==> config.mk <==
export PLATFORM = sky130hd
export DESIGN_NAME = lcdwf_regs
export DESIGN_NICKNAME = d
export VERILOG_FILES = /design/src/lcdwf_pkg.sv /design/src/lcdwf_lane_dec.sv /design/src/lcdwf_pin_drive.sv /design/src/lcdwf_regs.sv
export VERILOG_INCLUDE_DIRS = /design/src
export SDC_FILE = /design/constraint.sdc
export NUM_CORES = 1
export LEC_CHECK = 0
export BUFFER_PORTS_ARGS = -buffer_cell sky130_fd_sc_hd__buf_4
export CORE_MARGIN = 2
export CORE_UTILIZATION = 60
export CTS_CLUSTER_SIZE = 30
export DETAILED_ROUTE_END_ITERATION = 16
export GPL_ROUTABILITY_DRIVEN = 0
export PLACE_DENSITY = 0.81
export SLEW_MARGIN = 20
export SYNTH_ARGS = -nofsm -noshare
export SYNTH_HDL_FRONTEND = slang
export SYNTH_SLANG_ARGS = --single-unit
==> constraint.sdc <==
create_clock -name clk -period 4.4 [get_ports clk]
set_input_delay 0.88 -clock clk [delete_from_list [all_inputs] [get_ports clk]]
set_output_delay 0.88 -clock clk [all_outputs]
set_load 0.1 [all_outputs]
==> src/lcdwf_map.svh <==
// Purpose: register offsets, field layout and reset values of the waveform bank
// Assumes: byte addresses on the plain register port
// Notes:   definitions only
`ifndef LCDWF_MAP_SVH
`define LCDWF_MAP_SVH

// ============================================================
// register offsets
`define LCDWF_OFS_PINS_0_3    8'h20
`define LCDWF_OFS_PINS_4_7    8'h24
`define LCDWF_OFS_PINS_8_11   8'h28
`define LCDWF_OFS_PINS_12_15  8'h2C
`define LCDWF_OFS_PIN_ENABLE  8'h10
`define LCDWF_OFS_PLANE_SEL   8'h18
`define LCDWF_OFS_CTRL        8'h00
`define LCDWF_OFS_PHASE       8'h04

// ============================================================
// field layout and reset values
`define LCDWF_WORD_RST        32'h0000_0000
`define LCDWF_ENA_RST         16'h0000
`define LCDWF_BYTE_W          8
`define LCDWF_CTRL_ON_BIT     0
`define LCDWF_PHASE_LAST      3'h7
`define LCDWF_ADDR_WORD_LSB   2

`endif

==> src/lcdwf_pkg.sv <==
// Purpose: types shared by the waveform bank
// Assumes: eight phases per frame
// Notes:   types only
package lcdwf_pkg;
  // ============================================================
  // access width of a software write
  typedef enum logic [1:0] {
    LCDWF_SZ_BYTE = 2'b00,
    LCDWF_SZ_HALF = 2'b01,
    LCDWF_SZ_WORD = 2'b10
  } lcdwf_size_t;

  typedef logic [7:0] lcdwf_byte_t;
endpackage : lcdwf_pkg

==> src/lcdwf_lane_dec.sv <==
// Purpose: byte lane enables from address low bits and access size
// Assumes: naturally aligned accesses
// Notes:   purely combinational
`timescale 1ns/10ps
module lcdwf_lane_dec (
  // access description
  input  wire logic [1:0]          addr_lo,
  input  wire lcdwf_pkg::lcdwf_size_t size,
  // lane enables
  output logic [3:0]               lane_en
);
  // ============================================================
  // lane select
  wire [3:0] byte_sel = 4'h1 << addr_lo;
  wire [3:0] half_sel = addr_lo[1] ? 4'hC : 4'h3;

  assign lane_en = (size == lcdwf_pkg::LCDWF_SZ_WORD) ? 4'hF :
                   (size == lcdwf_pkg::LCDWF_SZ_HALF) ? half_sel : byte_sel;
endmodule : lcdwf_lane_dec

==> src/lcdwf_pin_drive.sv <==
// Purpose: one panel pin output: segment or phase bit per active phase
// Assumes: phase index from the frame sequencer
// Notes:   registered output
`timescale 1ns/10ps
module lcdwf_pin_drive (
  // clock and reset
  input  wire logic       clk,
  input  wire logic       arst_n,
  // pin setup
  input  wire logic [7:0] pin_segment_byte,
  input  wire logic       plane_select,
  input  wire logic       pin_drive_enable,
  input  wire logic       ctrl_on,
  input  wire logic [2:0] phase,
  // pin state
  output logic            panel_pin_ff
);
  // ============================================================
  // selected bit, meaning set by the plane select
  wire bit_sel = pin_segment_byte[phase];
  wire nxt_panel_pin = pin_drive_enable & ctrl_on & bit_sel;

  // pin state register
  always_ff @(posedge clk or negedge arst_n) begin
    if (!arst_n) begin
      panel_pin_ff <= 1'b0;
    end else begin
      panel_pin_ff <= nxt_panel_pin;
    end
  end
endmodule : lcdwf_pin_drive

==> src/lcdwf_regs.sv <==
// Function
// each word holds four pin bytes, lowest pin in the low byte
// lanes map ascending: bits 7-0, 15-8, 23-16, 31-24
// eight segments or phases A to H per pin, one-eighth duty
// element lit only while its phase active and segment bit set
// front plane: bit 0 segment A up to bit 7 segment H
// back plane: bit 0 phase A up to bit 7 phase H
// a one means on or activated, a zero off or deactivated
// words accept byte, halfword or full-word writes
// reset clears every waveform word to zero
// one pin may drive several segments or phases, one bit each
// plane-select bit one means back plane, zero front plane
// pin produces a waveform only while its enable bit is set
// partial writes change only the addressed byte lanes
//
// Purpose: waveform data bank for panel pins 0 to 15 with pin state outputs
// Assumes: plain register port, read data one cycle after the read strobe
// Notes:   no wait states; unmapped reads return zero, writes are dropped
//
// The strobed register port is this design's own decision.
`timescale 1ns/10ps
`include "lcdwf_map.svh"
module lcdwf_regs #(
  parameter int unsigned PINS = 16
) (
  // clock and reset
  input  wire logic                   clk,
  input  wire logic                   arst_n,
  // register port
  input  wire logic [7:0]             addr,
  input  wire logic [31:0]            wdata,
  input  wire lcdwf_pkg::lcdwf_size_t wsize,
  input  wire logic                   wr,
  input  wire logic                   rd,
  output logic [31:0]                 rdata_ff,
  // panel
  output logic [PINS-1:0]             panel_pin_ff,
  output logic [PINS-1:0]             back_plane_ff,
  output logic [2:0]                  phase_ff
);
  localparam int unsigned WORDS = PINS / 4;

  // ============================================================
  // storage
  logic [31:0]     pattern_ff [WORDS];
  logic [PINS-1:0] pin_drive_enable_bits_ff;
  logic [PINS-1:0] plane_select_bits_ff;
  logic            display_controller_on_ff;

  // ============================================================
  // address decode
  function automatic logic is_word(input logic [7:0] a, input logic [7:0] ofs);
    is_word = (a[7:`LCDWF_ADDR_WORD_LSB] == ofs[7:`LCDWF_ADDR_WORD_LSB]);
  endfunction : is_word

  wire       hit_ena   = is_word(addr, `LCDWF_OFS_PIN_ENABLE);
  wire       hit_plane = is_word(addr, `LCDWF_OFS_PLANE_SEL);
  wire       hit_ctrl  = is_word(addr, `LCDWF_OFS_CTRL);
  wire       hit_phase = is_word(addr, `LCDWF_OFS_PHASE);
  wire [3:0] lane_en;

  lcdwf_lane_dec u_lane (
    .addr_lo (addr[1:0]),
    .size    (wsize),
    .lane_en (lane_en)
  );

  // lane mask for partial writes
  wire [31:0] lane_mask = {{8{lane_en[3]}}, {8{lane_en[2]}},
                           {8{lane_en[1]}}, {8{lane_en[0]}}};

  // ============================================================
  // waveform words, one per four pins
  logic [WORDS-1:0] hit_pat;
  logic [31:0]      rd_pat;

  genvar gw;
  generate
    for (gw = 0; gw < WORDS; gw++) begin : g_word
      wire [7:0]  ofs  = `LCDWF_OFS_PINS_0_3 + 8'(4 * gw);
      wire [31:0] nxt_pattern = (pattern_ff[gw] & ~lane_mask) |
                                (wdata & lane_mask);
      assign hit_pat[gw] = is_word(addr, ofs);

      // word register
      always_ff @(posedge clk or negedge arst_n) begin
        if (!arst_n) begin
          pattern_ff[gw] <= `LCDWF_WORD_RST;
        end else if (wr && hit_pat[gw]) begin
          pattern_ff[gw] <= nxt_pattern;
        end
      end
    end
  endgenerate

  // pick the addressed word for reads
  always_comb begin
    rd_pat = 32'h0000_0000;
    for (int i = 0; i < WORDS; i++) begin
      if (hit_pat[i]) begin
        rd_pat = pattern_ff[i];
      end
    end
  end

  // ============================================================
  // control registers
  always_ff @(posedge clk or negedge arst_n) begin
    if (!arst_n) begin
      pin_drive_enable_bits_ff <= '0;
      plane_select_bits_ff     <= '0;
      display_controller_on_ff <= 1'b0;
    end else if (wr) begin
      if (hit_ena) begin
        pin_drive_enable_bits_ff <= (pin_drive_enable_bits_ff & ~lane_mask[PINS-1:0]) |
                                    (wdata[PINS-1:0] & lane_mask[PINS-1:0]);
      end
      if (hit_plane) begin
        plane_select_bits_ff <= (plane_select_bits_ff & ~lane_mask[PINS-1:0]) |
                                (wdata[PINS-1:0] & lane_mask[PINS-1:0]);
      end
      if (hit_ctrl && lane_en[0]) begin
        display_controller_on_ff <= wdata[`LCDWF_CTRL_ON_BIT];
      end
    end
  end

  // ============================================================
  // phase sequencer, eight phases per frame
  wire [2:0] nxt_phase = (phase_ff == `LCDWF_PHASE_LAST) ? 3'h0 : phase_ff + 3'h1;

  always_ff @(posedge clk or negedge arst_n) begin
    if (!arst_n) begin
      phase_ff <= 3'h0;
    end else if (display_controller_on_ff) begin
      phase_ff <= nxt_phase;
    end else begin
      phase_ff <= 3'h0;
    end
  end

  // ============================================================
  // pin drivers: byte n%4 of word n/4 feeds pin n
  genvar gp;
  generate
    for (gp = 0; gp < PINS; gp++) begin : g_pin
      wire [7:0] pin_byte = pattern_ff[gp / 4][(gp % 4) * `LCDWF_BYTE_W +: `LCDWF_BYTE_W];
      lcdwf_pin_drive u_drv (
        .clk              (clk),
        .arst_n           (arst_n),
        .pin_segment_byte (pin_byte),
        .plane_select     (plane_select_bits_ff[gp]),
        .pin_drive_enable (pin_drive_enable_bits_ff[gp]),
        .ctrl_on          (display_controller_on_ff),
        .phase            (phase_ff),
        .panel_pin_ff     (panel_pin_ff[gp])
      );
    end
  endgenerate

  // plane role follows the select bit of each enabled pin
  always_ff @(posedge clk or negedge arst_n) begin
    if (!arst_n) begin
      back_plane_ff <= '0;
    end else begin
      back_plane_ff <= plane_select_bits_ff & pin_drive_enable_bits_ff;
    end
  end

  // ============================================================
  // read data, valid the cycle after the strobe
  wire [31:0] nxt_rdata =
    (|hit_pat)  ? rd_pat :
    hit_ena     ? 32'(pin_drive_enable_bits_ff) :
    hit_plane   ? 32'(plane_select_bits_ff) :
    hit_ctrl    ? 32'(display_controller_on_ff) :
    hit_phase   ? 32'(phase_ff) : 32'h0000_0000;

  always_ff @(posedge clk or negedge arst_n) begin
    if (!arst_n) begin
      rdata_ff <= 32'h0000_0000;
    end else if (rd) begin
      rdata_ff <= nxt_rdata;
    end else begin
      rdata_ff <= 32'h0000_0000;
    end
  end
endmodule : lcdwf_regs

==> key figures <==
Detailed routing
  – DR iter-0 viols: 600
  – Routed via count: 6,743
  – Routed WL: around 25 mm
  – Routed len/inst: 23.36 µm
  – Routed Antenna Nets: 0
  – Residual DRC: 0
  – Initial DRT Pass Iterations: 7
  – Post-DR vias/cell: 6.404

Worst setup path
  – Critical-path maximum fanout: 16
  – Critical path endpoint category: flip-flop
  – R2R Path Start: phase_ff[0]$_DFF_PN0_
  – Worst path max stage delay: 750 ps
  – R2R depth: 4
  – Flop2flop setup slack: 2130 ps
  – Slowest CP cell: nor4b_4
  – Worst EP arrival: 3140 ps
  – CP Class: in2reg
  – Critical-path cell list: buf_4 > nor4b_4 > nand2_1 > nor4_1
  – Critical Path Source Type: input pin
  – Req. time, crit path: about 4700 ps
  – Reg2reg end: g_pin[8].u_drv.panel_pin_ff$_DFF_PN0_

Placement
  – Post-DP HPWL: 16.29 mm
  – Dpl cells: 1,014
  – PortBufs: 112

Power and ir drop
  – Power per cell area: 397.2 nW/µm²
  – Maximum vdd drop: 0.2967 mV
  – Leak pwr: 0.005732 µW

Floorplanning
  – Die area: between 15,000 and 20,000 µm²
  – FP Rows: 48
  – # IOs: 113
  – Effective utilization at floorplan: 0.6090
  – Die width: about 140 µm
  – Chip Height: ~140 µm
  – Core outline area: 17,180 µm²

Clocking
  – H-tree Lvls: 1
  – Clock buffer depth: 3
  – CTS tree: yes
  – Clock root cell: clkbuf_16
  – Clk sinks: 228
  – Post-CTS sizing: 0
  – Clock transition at path regs: about 60 ps
  – CTS Buf Count: 23
  – Worst-Skew Late Latency: 510 ps
  – Post-CTS setup buffers: 0
  – Hold Buf Count CTS: 0

Synth
  – Synth Cell Area: 10,460 µm²
  – Yosys warns: 0
  – Netlist cell types: 40
  – Synthesized instance count: a little over 700
  – Post-synth EDFFs: 0
  – Asr flop ratio synth: 1.000
  – Post-synth top area share: 0.5455
  – Top cells by area, synth: dfrtp_1, mux2_2, mux4_2, mux2i_1, nor2b_1
  – Synth area leader: dfrtp_1
  – Net Count, Synth: 766
  – Post-synthesis sequential area ratio: 0.5455
  – Yosys reg bits: 228
  – Top_reg_cell synth: dfrtp_1
  – Mapped Avg Cell Area: around 15 µm²

Timing
  – Final period util: 0.6363
  – RSZ-0062 raised after global routing: false
  – WHS: between 300 and 400 ps
  – Achievable Freq: ~0.36 GHz
  – TNS Setup: 0 ps
  – Max Transition Viols Final: 0
  – Number of setup violations in the final report: 0
  – Final hold vios: 0
  – Fin crit period: 2800 ps
  – Layout Skew: between 6 and 7 ps
  – Worst slew pin tran: 1001 ps
  – Slew HR: 0.3311

Final layout
  – Fin cells: 1,053
  – Most common cell after layout, fill and taps aside: dfrtp_1
  – NumNets Final: 862
  – Layout fillers: about 1,200
  – Antenna diode count: 0
  – Most frequent cells in the layout: dfrtp_1, mux2_2, buf_4, mux4_2, nor2_1
  – P&R area growth vs syn: 16.34%
  – Share of cells above drive strength 1: 0.4686

GRT
  – Initial antenna violation count: 1
  – Gr busiest metal: met2
  – Vias in the first global route: 7,046
  – First-pass GRT wire length: 39.45 mm
  – GRT Util Overall: 0.2777
  – Largest net degree at the start of global routing: just over 100
  – Met2 global-route usage: 0.4456
  – M1 GR Usage: 0.3862
  – Met3 GRT Util: 0.04362
  – Gr ovfl total: 0

Min path
  – Worst hold path class: in2async

Flow run
  – Max Cap Violations: 0

Status
  – Status: completed
[metal layers]
metal,share of wire,up-vias
met5,0,-
met4,0.032,0
met3,0.076,62
met2,0.49,320
met1,0.40,3489
li1,-,2872
[final cells by class]
cell class	instances	area (µm²)	area share
flip-flops and latches	228	5707	0.4689
multi-input cells	438	4483	0.3684
repair buffers	122	923.4	0.07588
clock buffers	29	638.1	0.05244
well taps	225	281.5	0.02313
clock inverters	10	132.6	0.01090
inverters	1	3.754	0.0003085
[cell usage after synthesis (all sizes together), types with 3 or more instances]
library cell	instances
o211ai	3
nor3	3
o21bai	5
nand3	3
dfrtp	228
and2	19
a221oi	6
a211oi	10
o21ai	4
mux2	161
mux4	48
mux2i	24
a222oi	15
nor2	39
clkbuf	17
nor4	10
nand2	19
nand2b	3
a21oi	20
nor2b	26
buf	34
nand3b	6
[how the worst max path moves through the flow]
stage | from | endpoint
2_1_floorplan | addr[5] | flip-flop
3_3_place_gp | addr[2] | flip-flop
3_5_place_dp | addr[4] | flip-flop
4_1_cts | addr[2] | flip-flop
5_1_grt | addr[2] | flip-flop
6_report | addr[4] | rdata_ff[20]$_DFF_PN0_
[through the flow]
| step | instance area [µm²] | total power, µW | worst slack [ps] | util |
|---|---|---|---|---|
| floorplan | 10460 | 2662 | 1823 | - |
| CTS | 12170 | 4853 | 1713 | 0.7085 |
| global route | 12170 | 5002 | 1512 | 0.7085 |
| detailed placement | 11400 | 2865 | 1195 | 0.6636 |
| finish | 12170 | 4834 | 1600 | 0.7085 |
| global placement | 11400 | 2835 | 1213 | 0.6636 |
[cell families after synthesis]
| group | Yosys count | synth area share |
|---|---|---|
| and+or+nand+nor | 135 | 0.07213 |
| buffers and inverters | 52 | 0.02596 |
| muxes | 233 | 0.2996 |
| AOI/OAI and AO/OA | 68 | 0.05443 |
| DFF | 228 | 0.5455 |
| adders and majority gates | 2 | 0.002392 |
[where the power goes]
| part | internal (µW) | leakage (µW) | switching [µW] |
|---|---|---|---|
| clock network | 1200 | 0.000385 | 801 |
| logic | 238 | 0.00222 | 243 |
| registers | 2230 | 0.00313 | 124 |
| total | 3670 | 0.00573 | 1170 |
[critical path: cells and delay by family]
| family | cells | cell delay [ps] |
|---|---|---|
| simple gates | 3 | 2130 |
| buf+inv | 1 | 130 |
(Power assumes the default switching activity.)
